`src/hdl/mss_pkg.sv`:
```
// Package with timing constants and state types of the mains sense supply supervisor.
package mss_pkg;
    localparam int unsigned CLK_HZ = 25_000_000;
    // Times as printed, in their own units.
    localparam int unsigned WIN_US = 20;
    localparam int unsigned PRE_BI_US = 1000;
    localparam int unsigned NORM_INT_US = 6700;
    localparam int unsigned BURST_INT_US = 101_000;
    localparam int unsigned GROUP_WAIT_US = 6700;
    localparam int unsigned BROWNOUT_US = 30_000;
    // Derived cycle counts: least times, clock rate truncated to whole MHz.
    localparam int unsigned WIN_CYC = (WIN_US * (CLK_HZ / 1_000_000));
    localparam int unsigned PRE_BI_CYC = (PRE_BI_US * (CLK_HZ / 1_000_000));
    localparam int unsigned NORM_INT_CYC = (NORM_INT_US * (CLK_HZ / 1_000_000));
    localparam int unsigned BURST_INT_CYC = (BURST_INT_US * (CLK_HZ / 1_000_000));
    localparam int unsigned GROUP_WAIT_CYC = (GROUP_WAIT_US * (CLK_HZ / 1_000_000));
    localparam int unsigned BROWNOUT_CYC = (BROWNOUT_US * (CLK_HZ / 1_000_000));
    // Sample pulses per group before the group wait.
    localparam int unsigned GROUP_PULSES = 3;
    // Counter width able to hold the longest interval.
    localparam int unsigned CNT_W = 22;
    // Start-up sequence states.
    typedef enum logic [1:0] {
        MSS_ST_OFF,
        MSS_ST_HOLD,
        MSS_ST_RUN
    } mss_state_e;
endpackage : mss_pkg

```
`src/hdl/mss_sync2.sv`:
```
// Two flip-flop synchroniser for a vector of asynchronous comparator levels.
`timescale 1ns/10ps
`default_nettype none
module mss_sync2 #(
    parameter int unsigned W = 1
) (
    // Clock and reset.
    input wire logic ref_clk_i,
    input wire logic rst_i,
    // Asynchronous levels in, synchronised levels out.
    input wire logic [W-1:0] async_i,
    output logic [W-1:0] sync_o
);
    logic [W-1:0] meta_r;
    logic [W-1:0] meta_nxt;
    logic [W-1:0] sync_r;
    logic [W-1:0] sync_nxt;

    // The first stage feeds only the second stage.
    always_comb begin
        meta_nxt = async_i;
        sync_nxt = meta_r;
    end

    always_ff @(posedge ref_clk_i or posedge rst_i) begin
        if (rst_i) begin
            meta_r <= '0;
            sync_r <= '0;
        end else begin
            meta_r <= meta_nxt;
            sync_r <= sync_nxt;
        end
    end

    assign sync_o = sync_r;
endmodule // mss_sync2
`default_nettype wire

```
`src/hdl/mss_supervisor.sv`:
```
// Supervisor sequencing mains sensing, brownin, brownout, supply strokes and gate enable.
// What this block does
// Each mains-sense sampling window lasts 20 microseconds.
// Before brownin, a new sampling window starts every 1 millisecond.
// After brownin, interval is 6.7 ms normally, 101 ms in burst.
// Window grounds the sense pin; current is captured at window end.
// Before brownin at start level, sensing runs as three pulses then 6.7 ms wait.
// One sample above 663 uA satisfies brownin; sensing continues afterwards.
// Without brownin at start level, source regulates low supply rail at 14.9 V.
// Brownout stops switching after 30 ms continuously below 587 uA.
// With switching stopped and rail at 11 V, insert minimum-current strokes.
// Stop strokes above restart plus 100 mV; repeat at next restart level.
// Leave stroke mode for burst switching when control current falls to 100 uA.
// Flag demagnetization when aux input falls below 40 mV after switch-off.
// Gate drive may switch on only after demagnetization is flagged.
// While switch is on, clamp aux input and measure compensation current.
// After start level, switching waits for brownin and protect above 0.55 V.
// All comparator results are synchronised before use.
// Reset clears brownin, disables switching, restarts scheduler pre-brownin.
`timescale 1ns/10ps
`default_nettype none
module mss_supervisor #(
    parameter int unsigned WIN_CYC = mss_pkg::WIN_CYC,
    parameter int unsigned PRE_BI_CYC = mss_pkg::PRE_BI_CYC,
    parameter int unsigned NORM_INT_CYC = mss_pkg::NORM_INT_CYC,
    parameter int unsigned BURST_INT_CYC = mss_pkg::BURST_INT_CYC,
    parameter int unsigned GROUP_WAIT_CYC = mss_pkg::GROUP_WAIT_CYC,
    parameter int unsigned BROWNOUT_CYC = mss_pkg::BROWNOUT_CYC
) (
    // Clock and reset.
    input wire logic ref_clk_i,
    input wire logic rst_i,
    // Asynchronous comparator results from the analog front ends.
    input wire logic start_level_i,
    input wire logic restart_level_i,
    input wire logic restart_hyst_i,
    input wire logic sense_above_bi_i,
    input wire logic sense_above_bo_i,
    input wire logic protect_ok_i,
    input wire logic ctrl_low_i,
    input wire logic ctrl_high_i,
    input wire logic aux_demag_i,
    // Same-domain inputs from the switching core.
    input wire logic burst_mode_i,
    input wire logic gate_request_i,
    // Mains sense pin control.
    output logic sense_ground_o,
    output logic sense_capture_o,
    output logic hv_regulate_o,
    // Status and switching control.
    output logic brownin_o,
    output logic brownout_o,
    output logic switch_enable_o,
    output logic stroke_min_o,
    output logic demag_o,
    output logic gate_on_o,
    output logic aux_clamp_o,
    output logic aux_measure_o
);
    localparam int unsigned CW = mss_pkg::CNT_W;
    localparam logic [CW-1:0] WIN_C = CW'(WIN_CYC - 1);
    localparam logic [CW-1:0] PRE_C = CW'(PRE_BI_CYC - WIN_CYC - 1);
    localparam logic [CW-1:0] NORM_C = CW'(NORM_INT_CYC - WIN_CYC - 1);
    localparam logic [CW-1:0] BURST_C = CW'(BURST_INT_CYC - WIN_CYC - 1);
    localparam logic [CW-1:0] GWAIT_C = CW'(GROUP_WAIT_CYC - 1);
    localparam logic [CW-1:0] BO_C = CW'(BROWNOUT_CYC - 1);
    localparam logic [1:0] PULSES_C = 2'(mss_pkg::GROUP_PULSES);

    // Synchronised comparator levels.
    logic [8:0] cmp_s;
    logic start_s, restart_s, hyst_s, bi_s, bo_s, prot_s, ctrl_lo_s, ctrl_hi_s, demag_s;

    mss_sync2 #(.W(9)) u_sync (
        .ref_clk_i(ref_clk_i),
        .rst_i(rst_i),
        .async_i({start_level_i, restart_level_i, restart_hyst_i, sense_above_bi_i,
                  sense_above_bo_i, protect_ok_i, ctrl_low_i, ctrl_high_i, aux_demag_i}),
        .sync_o(cmp_s)
    );
    assign {start_s, restart_s, hyst_s, bi_s, bo_s, prot_s, ctrl_lo_s, ctrl_hi_s, demag_s} = cmp_s;

    // Sampling scheduler state.
    logic [CW-1:0] cnt_r, cnt_nxt;
    logic win_r, win_nxt;
    logic cap_r, cap_nxt;
    logic [1:0] pulse_r, pulse_nxt;

    // Sequencer and supervision state.
    mss_pkg::mss_state_e st_r, st_nxt;
    logic bi_r, bi_nxt;
    logic bo_flag_r, bo_flag_nxt;
    logic [CW-1:0] bo_cnt_r, bo_cnt_nxt;
    logic stroke_r, stroke_nxt;
    logic demag_r, demag_nxt;
    logic gate_r, gate_nxt;
    // Gate history, one bit per synchroniser stage on the aux level.
    logic [1:0] gate_hist_r, gate_hist_nxt;
    logic hvreg_r, hvreg_nxt;

    // Window and interval timing; window ends capture the measured current.
    always_comb begin
        cnt_nxt = cnt_r;
        win_nxt = win_r;
        cap_nxt = 1'b0;
        pulse_nxt = pulse_r;
        if (!start_s) begin
            cnt_nxt = '0;
            win_nxt = 1'b0;
            pulse_nxt = '0;
        end else if (win_r) begin
            if (cnt_r == WIN_C) begin
                win_nxt = 1'b0;
                cap_nxt = 1'b1;
                cnt_nxt = '0;
                pulse_nxt = pulse_r + 2'd1;
            end else begin
                cnt_nxt = cnt_r + 1'b1;
            end
        end else if (!bi_r && pulse_r == PULSES_C) begin
            // Group of three done: long wait before the next group.
            if (cnt_r >= GWAIT_C) begin
                cnt_nxt = '0;
                pulse_nxt = '0;
                win_nxt = 1'b1;
            end else begin
                cnt_nxt = cnt_r + 1'b1;
            end
        end else begin
            // Inter-window gap: windows start 1 ms apart pre-brownin, else mode-dependent.
            // Ends use >= so that a mode change in mid-gap cannot let the counter wrap.
            if ((!bi_r && cnt_r >= PRE_C) ||
                (bi_r && !burst_mode_i && cnt_r >= NORM_C) ||
                (bi_r && burst_mode_i && cnt_r >= BURST_C)) begin
                cnt_nxt = '0;
                win_nxt = 1'b1;
                if (bi_r) begin
                    pulse_nxt = '0;
                end
            end else begin
                cnt_nxt = cnt_r + 1'b1;
            end
        end
    end

    always_ff @(posedge ref_clk_i or posedge rst_i) begin
        if (rst_i) begin
            cnt_r <= '0;
            win_r <= 1'b0;
            cap_r <= 1'b0;
            pulse_r <= '0;
        end else begin
            cnt_r <= cnt_nxt;
            win_r <= win_nxt;
            cap_r <= cap_nxt;
            pulse_r <= pulse_nxt;
        end
    end

    // Brownin, brownout debounce, start-up hold, supply strokes and gate drive.
    always_comb begin
        st_nxt = st_r;
        bi_nxt = bi_r;
        bo_flag_nxt = bo_flag_r;
        bo_cnt_nxt = bo_cnt_r;
        stroke_nxt = stroke_r;
        demag_nxt = demag_r;
        gate_nxt = 1'b0;
        gate_hist_nxt = {gate_hist_r[0], gate_r};
        hvreg_nxt = 1'b0;
        // One captured sample above threshold is enough; sensing keeps running.
        if (cap_r && bi_s) begin
            bi_nxt = 1'b1;
        end
        // Brownout needs an unbroken run of low cycles on the synchronised level; a single high cycle clears the count.
        if (cap_r) begin
            if (bo_s) begin
                bo_cnt_nxt = '0;
            end
        end
        if (bi_r && !bo_s && bo_cnt_r != BO_C) begin
            bo_cnt_nxt = bo_cnt_r + 1'b1;
        end else if (bo_s) begin
            bo_cnt_nxt = '0;
        end
        if (bi_r && !bo_s && bo_cnt_r == BO_C) begin
            bo_flag_nxt = 1'b1;
            bi_nxt = 1'b0;
        end else if (cap_r && bi_s) begin
            bo_flag_nxt = 1'b0;
        end
        case (st_r)
            mss_pkg::MSS_ST_OFF: begin
                if (start_s) begin
                    st_nxt = mss_pkg::MSS_ST_HOLD;
                end
            end
            mss_pkg::MSS_ST_HOLD: begin
                hvreg_nxt = !bi_r;
                if (bi_r && prot_s) begin
                    st_nxt = mss_pkg::MSS_ST_RUN;
                end
            end
            mss_pkg::MSS_ST_RUN: begin
                if (bo_flag_nxt || !prot_s) begin
                    st_nxt = mss_pkg::MSS_ST_HOLD;
                end
            end
            default: begin
                st_nxt = mss_pkg::MSS_ST_OFF;
            end
        endcase
        // Supply keep-alive strokes while the loop has stopped switching.
        if (st_r != mss_pkg::MSS_ST_RUN) begin
            stroke_nxt = 1'b0;
        end else if (ctrl_lo_s) begin
            stroke_nxt = 1'b0;
        end else if (ctrl_hi_s && restart_s) begin
            stroke_nxt = 1'b1;
        end else if (hyst_s) begin
            stroke_nxt = 1'b0;
        end
        // Demag is blanked while the synchronised aux level may still show the on-time,
        // so a stale low level cannot re-arm the gate right after switch-off.
        if (gate_r || gate_hist_r != '0) begin
            demag_nxt = 1'b0;
        end else if (demag_s) begin
            demag_nxt = 1'b1;
        end
        if (st_r == mss_pkg::MSS_ST_RUN && demag_r && !gate_r &&
            (gate_request_i || stroke_r)) begin
            gate_nxt = 1'b1;
            demag_nxt = 1'b0;
        end
    end

    always_ff @(posedge ref_clk_i or posedge rst_i) begin
        if (rst_i) begin
            st_r <= mss_pkg::MSS_ST_OFF;
            bi_r <= 1'b0;
            bo_flag_r <= 1'b0;
            bo_cnt_r <= '0;
            stroke_r <= 1'b0;
            demag_r <= 1'b0;
            gate_r <= 1'b0;
            gate_hist_r <= '0;
            hvreg_r <= 1'b0;
        end else begin
            st_r <= st_nxt;
            bi_r <= bi_nxt;
            bo_flag_r <= bo_flag_nxt;
            bo_cnt_r <= bo_cnt_nxt;
            stroke_r <= stroke_nxt;
            demag_r <= demag_nxt;
            gate_r <= gate_nxt;
            gate_hist_r <= gate_hist_nxt;
            hvreg_r <= hvreg_nxt;
        end
    end

    // Outputs come straight from flip-flops, except switch_enable_o, decoded from st_r.
    assign sense_ground_o = win_r;
    assign sense_capture_o = cap_r;
    assign hv_regulate_o = hvreg_r;
    assign brownin_o = bi_r;
    assign brownout_o = bo_flag_r;
    assign switch_enable_o = (st_r == mss_pkg::MSS_ST_RUN);
    assign stroke_min_o = stroke_r;
    assign demag_o = demag_r;
    assign gate_on_o = gate_r;
    assign aux_clamp_o = gate_r;
    assign aux_measure_o = gate_r;

    // Each sampling window stays open for at least 8 cycles.
    a_window_length: assert property (@(posedge ref_clk_i) disable iff (rst_i)
        $rose(win_r) |-> win_r [*8]) else $error("Sampling window ended early.");
    // Capture follows the last counted window cycle, so a window is never stretched.
    a_capture_at_end: assert property (@(posedge ref_clk_i) disable iff (rst_i)
        cap_r |-> $past(win_r) && !win_r && $past(cnt_r) == WIN_C)
        else $error("Capture not at window end.");
    // Gate turns on only with demag flagged the cycle before.
    a_gate_after_demag: assert property (@(posedge ref_clk_i) disable iff (rst_i)
        $rose(gate_r) |-> $past(demag_r)) else $error("Gate on without demag.");
    // No demag flag while the synchronised aux level may still reflect the on-time.
    a_demag_blanking: assert property (@(posedge ref_clk_i) disable iff (rst_i)
        gate_r |=> (!demag_r) [*3]) else $error("Demag flagged during blanking.");
    // Switching needs brownin.
    a_run_needs_bi: assert property (@(posedge ref_clk_i) disable iff (rst_i)
        $rose(switch_enable_o) |-> $past(bi_r) && $past(prot_s)) else $error("Run without brownin.");
    // Brownin only from a captured high sample.
    a_brownin_cause: assert property (@(posedge ref_clk_i) disable iff (rst_i)
        $rose(bi_r) |-> $past(cap_r) && $past(bi_s)) else $error("Brownin without sample.");
    // Brownout only after a full count of low cycles.
    a_brownout_cause: assert property (@(posedge ref_clk_i) disable iff (rst_i)
        $rose(bo_flag_r) |-> $past(bo_cnt_r) == BO_C) else $error("Brownout too early.");
    // Strokes start only at restart level.
    a_stroke_start: assert property (@(posedge ref_clk_i) disable iff (rst_i)
        $rose(stroke_r) |-> $past(restart_s) && $past(ctrl_hi_s)) else $error("Stroke start bad.");
    // Low control current ends stroke mode next cycle.
    a_stroke_exit: assert property (@(posedge ref_clk_i) disable iff (rst_i)
        ctrl_lo_s |=> !stroke_r) else $error("Stroke mode not left.");
    // Regulation only while holding without brownin.
    a_hv_regulate: assert property (@(posedge ref_clk_i) disable iff (rst_i)
        hvreg_r |-> $past(st_r) == mss_pkg::MSS_ST_HOLD && !$past(bi_r)) else $error("Bad regulate.");
endmodule // mss_supervisor
`default_nettype wire

```
`config.mk`:
```
export PLATFORM = sky130hd
export DESIGN_NAME = mss_supervisor
export DESIGN_NICKNAME = d
export VERILOG_FILES = /design/src/hdl/mss_pkg.sv /design/src/hdl/mss_sync2.sv /design/src/hdl/mss_supervisor.sv
export SDC_FILE = /design/constraint.sdc
export NUM_CORES = 1
export LEC_CHECK = 0
export BUFFER_PORTS_ARGS = -buffer_cell sky130_fd_sc_hd__buf_4
export CORE_ASPECT_RATIO = 1.5
export CORE_UTILIZATION = 50
export DETAILED_ROUTE_END_ITERATION = 8
export PLACE_DENSITY = 0.68
export SKIP_CTS_REPAIR_TIMING = 1
export SKIP_LAST_GASP = 1
export SYNTH_ARGS = -nofsm -noshare
export SYNTH_HDL_FRONTEND = slang
export SYNTH_HIERARCHICAL = 1
export SYNTH_SLANG_ARGS = --single-unit
```
`constraint.sdc`:
```
create_clock -name ref_clk_i -period 6.64 [get_ports ref_clk_i]
set_input_delay 0.996 -clock ref_clk_i [delete_from_list [all_inputs] [get_ports ref_clk_i]]
set_output_delay 0.996 -clock ref_clk_i [all_outputs]
set_load 0.01 [all_outputs]
```
# ---- Yosys cells after proc, flatten, opt, wreduce, memory -nomap -nowiden
# Index checks and enable logic that the tools add are counted.
dict set report op_classes {
  addsub 3
  n_lt_le_gt_ge 4
  eq_ne 14
  mux 41
  n_reduce_logical 33
}
# operator count
set ops {}
lappend ops {{two-way mux 22 bit} 8}
lappend ops {{adder 22 x 1 -> 22 bit (second input constant)} 2}
lappend ops {{greater-or-equal comparator 22 x 18 -> 1 bit (second input constant)} 2}
lappend ops {{== test 22 x 20 -> 1 bit (second input constant)} 1}
lappend ops {{== test 22 x 9 -> 1 bit (second input constant)} 1}
lappend ops {{greater-or-equal comparator 22 x 15 -> 1 bit (second input constant)} 1}
lappend ops {{greater-or-equal comparator 22 bit (second input constant)} 1}
lappend ops {{two-way mux 1 bit} 22}
lappend ops {{inequality test 22 x 20 -> 1 bit (second input constant)} 1}
lappend ops {{two-way mux 2 bit} 10}
lappend ops {{logical AND 1 bit} 15}
lappend ops {{inequality test 4 bit (second input constant)} 3}
lappend ops {{case mux 2 bit (3 select lines)} 1}
lappend ops {{nonzero test 2 bit} 3}
lappend ops {{zero test 1 bit} 5}
lappend ops {{logical OR 1 bit} 5}
lappend ops {{== test 2 bit (second input constant)} 2}
lappend ops {{inequality test 2 x 1 -> 1 bit (second input constant)} 2}
lappend ops {{inequality test 2 bit (second input constant)} 2}
lappend ops {{AND reduction 4 bit} 1}
lappend ops {{nonzero test 4 bit} 1}
lappend ops {{inequality test 3 bit (second input constant)} 1}
lappend ops {{AND reduction 3 bit} 1}
lappend ops {{nonzero test 3 bit} 1}
lappend ops {{3 further kinds} 3}
dict set report totals {
  reg_bits 76
  input_bits 13
  output_inout_bits 11
  word_cells 110
}

# ---- Longest topological paths before layout
dict set report depth {
  ltp_word 9
  mapped_depth 9
  mapped_depth_nobuf 7
}

# ---- Hierarchy
# Netlist, hierarchy kept.
# module instances cells_each area_per_inst_um2 seq_area_each_um2
set modules_own_cells {}
lappend modules_own_cells {mss_supervisor 1 345 3454.6 1451.4}
lappend modules_own_cells {mss_sync2 1 19 454.2 450.4}

# ---- Least setup slack after synthesis
# Ideal clock, no wire load.
dict set report synth_timing {
  kind {flip-flop to flip-flop}
  start {reg cnt_r[19]}
  end {reg cnt_r[11]}
  setup_ns 0.096
  t_arrival_ns 2.144
  required_time_ns 6.544
  path_slack_ns 4.400
  path_stages_with_launch 7
  period_less_slack_ns 2.240
  path_cell_list {dfrtp_1 > or4_4 > or4_4 > o31ai_4 > a31oi_4 > buf_6 > nor4_2}
}
dict set report synth_between {
  elab_chain_cells 8
  elab_cells_between_ends 16
  cone_classes {order compare: 4; eq/ne: 1; mux: 6; reduce/logical: 5}
}
# element line
set synth_lines {}
lappend synth_lines {{from (decl)} mss_supervisor.sv:83} ;# logic [CW-1:0] cnt_r, cnt_nxt;
lappend synth_lines {{from (signal assigned)} mss_supervisor.sv:152} ;# cnt_r <= cnt_nxt;
lappend synth_lines {{greater-or-equal comparator 22 x 15 -> 1 bit or greater-or-equal comparator 22 x 18 -> 1 bit (tied branches)} {mss_supervisor.sv:131, mss_supervisor.sv:132}}
lappend synth_lines {{logical AND 1 bit (on tied branches)} {mss_supervisor.sv:131, mss_supervisor.sv:132}}
lappend synth_lines {{logical OR 1 bit} mss_supervisor.sv:131} ;# if ((!bi_r && cnt_r >= PRE_C) ||
lappend synth_lines {{logical OR 1 bit} mss_supervisor.sv:132} ;# (bi_r && !burst_mode_i && cnt_r >= NORM_C) ||
lappend synth_lines {{two-way mux 22 bit} mss_supervisor.sv:131}
lappend synth_lines {{two-way mux 22 bit} mss_supervisor.sv:119} ;# end else if (!bi_r && pulse_r == PULSES_C) begin
lappend synth_lines {{two-way mux 22 bit *} mss_supervisor.sv:110} ;# end else if (win_r) begin
lappend synth_lines {{two-way mux 22 bit *} mss_supervisor.sv:106} ;# if (!start_s) begin
lappend synth_lines {{named net cnt_nxt[11]} mss_supervisor.sv:83}
# The timed path passes the listed nets; every way through them passes the cells marked *.
# A chain may end at the register's enable or synchronous reset.

# ---- Worst setup path in the final report
dict set report layout_timing {
  start {reg cnt_r[18]}
  end {reg pulse_r[0]}
}
dict set report layout_between {
  elab_chain_cells 6
  elab_cells_between_ends 14
  cone_classes {order compare: 4; eq/ne: 4; reduce/logical: 6}
}
# element line
set layout_lines {}
lappend layout_lines {{greater-or-equal comparator 22 x 15 -> 1 bit or greater-or-equal comparator 22 x 18 -> 1 bit (tied branches)} {mss_supervisor.sv:131, mss_supervisor.sv:132}}
lappend layout_lines {{logical AND 1 bit (on tied branches)} {mss_supervisor.sv:131, mss_supervisor.sv:132}}
lappend layout_lines {{logical OR 1 bit} mss_supervisor.sv:131}
lappend layout_lines {{logical OR 1 bit} mss_supervisor.sv:132}
lappend layout_lines {{inequality test 4 bit (no source line)} --}
lappend layout_lines {{AND reduction 4 bit (no source line) *} --}
lappend layout_lines {{to (signal assigned)} mss_supervisor.sv:155} ;# pulse_r <= pulse_nxt;
lappend layout_lines {{to (decl)} mss_supervisor.sv:86} ;# logic [1:0] pulse_r, pulse_nxt;
# Every way passes the cells marked *; elsewhere a longest branch is shown, timed or not.

==> impl_metrics.toml <==
[placed_design]
place_congestion = 0.909
dp_hpwl_um = 5200
post_dp_cell_area_mm2 = 0.00401
io_buffers = 23

[sta]
setup_viol = 0
max_freq_mhz = 342
fin_worst_skew_ps = 8.03
rsz0062_at_grt = "false"
report.final.slew_viol_count = 0
fin_crit_ps = 2930
relSlewSlack = 0.270
final-hold-violation-count = 0
hold_slack_ps = 346
tns_ps = 0
worst_pin_slew_ps = 1090
period_share = 0.441

[logic_synthesis]
syn_area_per_cell_um2 = 10.7
yosys.area_share.simple = 0.267
ys_ff_latch = 76
syn_nets = 380
yosys.area_share.xor_xnor = 0.0739
synth_top_family_by_area = "simple AND/OR/NAND/NOR gates"
synth_seq_area_share = 0.487
synth_cell_types = 56
yosys_warnings = 6
synth_edf_count = 0
synth_area_mm2 = 0.00391
synthArstFlopShare = 1.00
synth_cells = 364
synth_adder_area_share = 0.00960
synth_ff_type = "dfrtp_1"
synthMuxAreaShare = 0.0102
synth_compound_area_frac = 0.0823

[setup_path]
path_common_cell = "or4_4"
cpPeakStageDelay_ps = 640
cp.required_ps = 6890
worstPathCellList = "or4_4, or4_4, nor4_4, buf_4, and2_2, nor2_1, a31oi_1"
worst_setup_path_end_kind = "flop"
critPathMaxFanout = 16
start_kind = "flop"
cp_top_family = "simple AND/OR/NAND/NOR gates"
critical-path-slowest-cell = "nor4_4"
critPathBufInv = 1
worstPathArrival_ps = 3180
crit_type = "flop to flop"

[die]
die_h_um = 110
start_util = 0.513
rows = 39
die_area_mm2 = 0.00818
core_mm2 = 0.00761
num_io_pins = 24
die_w_um = 74.2

[global_route]
grt_pass1_wl_um = 12700
grt_pass1_vias = 2655
antenna_found_initial = 0
overflow = 0
grt.total_usage = 0.206
grt_max_degree = 59

[power_and_ir_drop]
switchingPower_mw = 0.224
power_frac_comb = 0.024
vdd_drop_max_mv = 0.175
p_clk_frac = 0.499
p_leak_nw = 1.78
powerDensity_mw_per_mm2 = 231
p_int_mw = 0.774
total_power_mw = 0.998
pwr-share-seq = 0.477
sw_frac_of_total = 0.224

[layout]
nFillCells = 687
final_cell_mix = "dfrtp_1 (76), nor2_1 (30), nand2_1 (26), buf_4 (26), xor2_1 (19)"
multi_input_area_mm2 = 0.00173
layout.nets = 393
antennaDiodeCount = 0
areaGrowthSynthToFinish_pct = 10.3
drive_gt1_frac = 0.181
final_util = 0.567
layout_commonest_cell = "dfrtp_1"
ff_latch_area_mm2 = 0.00190
stdcell_area_mm2 = 0.00431

[detailed_routing]
drcViolationCount = 0
wl_per_cell_um = 15.7
vias_per_cell = 5.72
antenna_left = 0
routed_wl_um = 7610
vias = 2769
dr.pass1.iters = 6
drt_iter0_drc = 164

[clock_network]
cts_tree = "yes"
clkTransAtPathRegs_ps = 60
h-tree-depth = 3
cts.sinks = 76
root_buffer = "clkbuf_16"
clock_latency_ps = 330
cts_buffers = 9
clock_path_buffers = 2

[worst_hold_path]
hold_path.class = "flop to flop"

[status]
status = "finished, final reports clean"

[run]
cap_violations = 0
==> routing by layer <==
layer / track usage / wire (µm)
met4: 0.0893 / 174
met3: 0.0355 / 248
met2: 0.338 / 3910
met5: 0 / 0
met1: 0.265 / 3270
==> through the flow <==
step                setup WS [ps]  std cells
floorplan                    4220        364
global placement             3780        468
detailed placement           3690        468
CTS                          3670        484
global route                 3580        484
finish                       3710        484
==> registers in the layout, summed over array words and instances, names as in the netlist <==
| register | cells |
|---|---|
| st_r | 2 |
| aux_clamp_o | 1 |
| sense_capture_o | 1 |
| gate_hist_r | 2 |
| demag_o | 1 |
| bo_cnt_r | 22 |
| hv_regulate_o | 1 |
| stroke_min_o | 1 |
| brownin_o | 1 |
| u_sync/meta_r | 9 |
| sense_ground_o | 1 |
| cnt_r | 22 |
| brownout_o | 1 |
| pulse_r | 2 |
| u_sync/sync_o | 9 |
==> power by group through the flow <==
| stage | combinational [mW] | clock (mW) | sequential, mW |
|---|---|---|---|
| final | 0.0240 | 0.498 | 0.476 |
| after global routing | 0.0275 | 0.521 | 0.477 |
| after CTS | 0.0248 | 0.506 | 0.476 |
| after detailed placement | 0.0248 | 0 | 0.485 |
| after global placement | 0.0241 | 0 | 0.484 |
| after floorplan | 0.0178 | 0 | 0.481 |
==> synthesized netlist by cell type, drive strengths merged (2+ instances only) <==
cell    number  area (µm²)
nand2b       3        18.8
clkbuf      11        81.3
dfrtp       76        1900
nor3        12        60.1
o31ai        3        36.3
nand3       14        70.1
inv         14        52.6
or4          2        22.5
xnor2       14         123
and3         7        43.8
and2         3        20.0
buf         11         121
and4b        2        20.0
nor4b        3        26.3
nor2        30         113
ha           3        37.5
a311oi       2        17.5
nand4       14        87.6
o21ai       11        55.1
or3          6        37.5
a31oi        5        46.3
nor4        28         303
nor3b        4        30.0
and4         5        43.8
nand2       26        97.6
a22oi        2        15.0
mux2i        4        40.0
a21oi        9        45.0
a21o         3        22.5
a211oi       2        15.0
nand4b       2        17.5
xor2        19         166
==> final timing paths <==
kind,from,to,slack [ps],depth (start not counted)
min in group asynchronous,rst_i,u_sync/meta_r[2],760,2
min reg2reg,u_sync/meta_r[0],u_sync/sync_o[0],350,0
max reg2reg,cnt_r[18],pulse_r[0],3710,7
max,cnt_r[18],pulse_r[0],3710,7
min,u_sync/meta_r[0],u_sync/sync_o[0],350,0
max in group asynchronous,rst_i,cnt_r[17],5250,3
==> layout make-up <==
cell class,instances,area share
clock inverters,7,0.0186
flip-flops and latches,76,0.441
clock buffers,9,0.0522
repair buffers,26,0.0453
inverters,14,0.0122
well taps,102,0.0296
multi-input cells,250,0.401
==> cells by family (layout without fill, tap and decap cells) <==
group,count (synthesis),after routing
multiplexers,4,4
AND/OR/NAND/NOR,165,165
buffers and inverters,38,56
AO/OA/AOI/OAI,45,45
XOR/XNOR,33,33
flip-flops,76,76
adder cells (fa/ha/maj),3,3
==> worst register-to-register path, cell delays in order (launching register included) <==
cell     delay (ps)
dfrtp_1         440
or4_4           530
or4_4           480
nor4_4          640
buf_4           380
and2_2          210
nor2_1           40
a31oi_1         130
No activity file was read; power rests on OpenSTA's default activity.
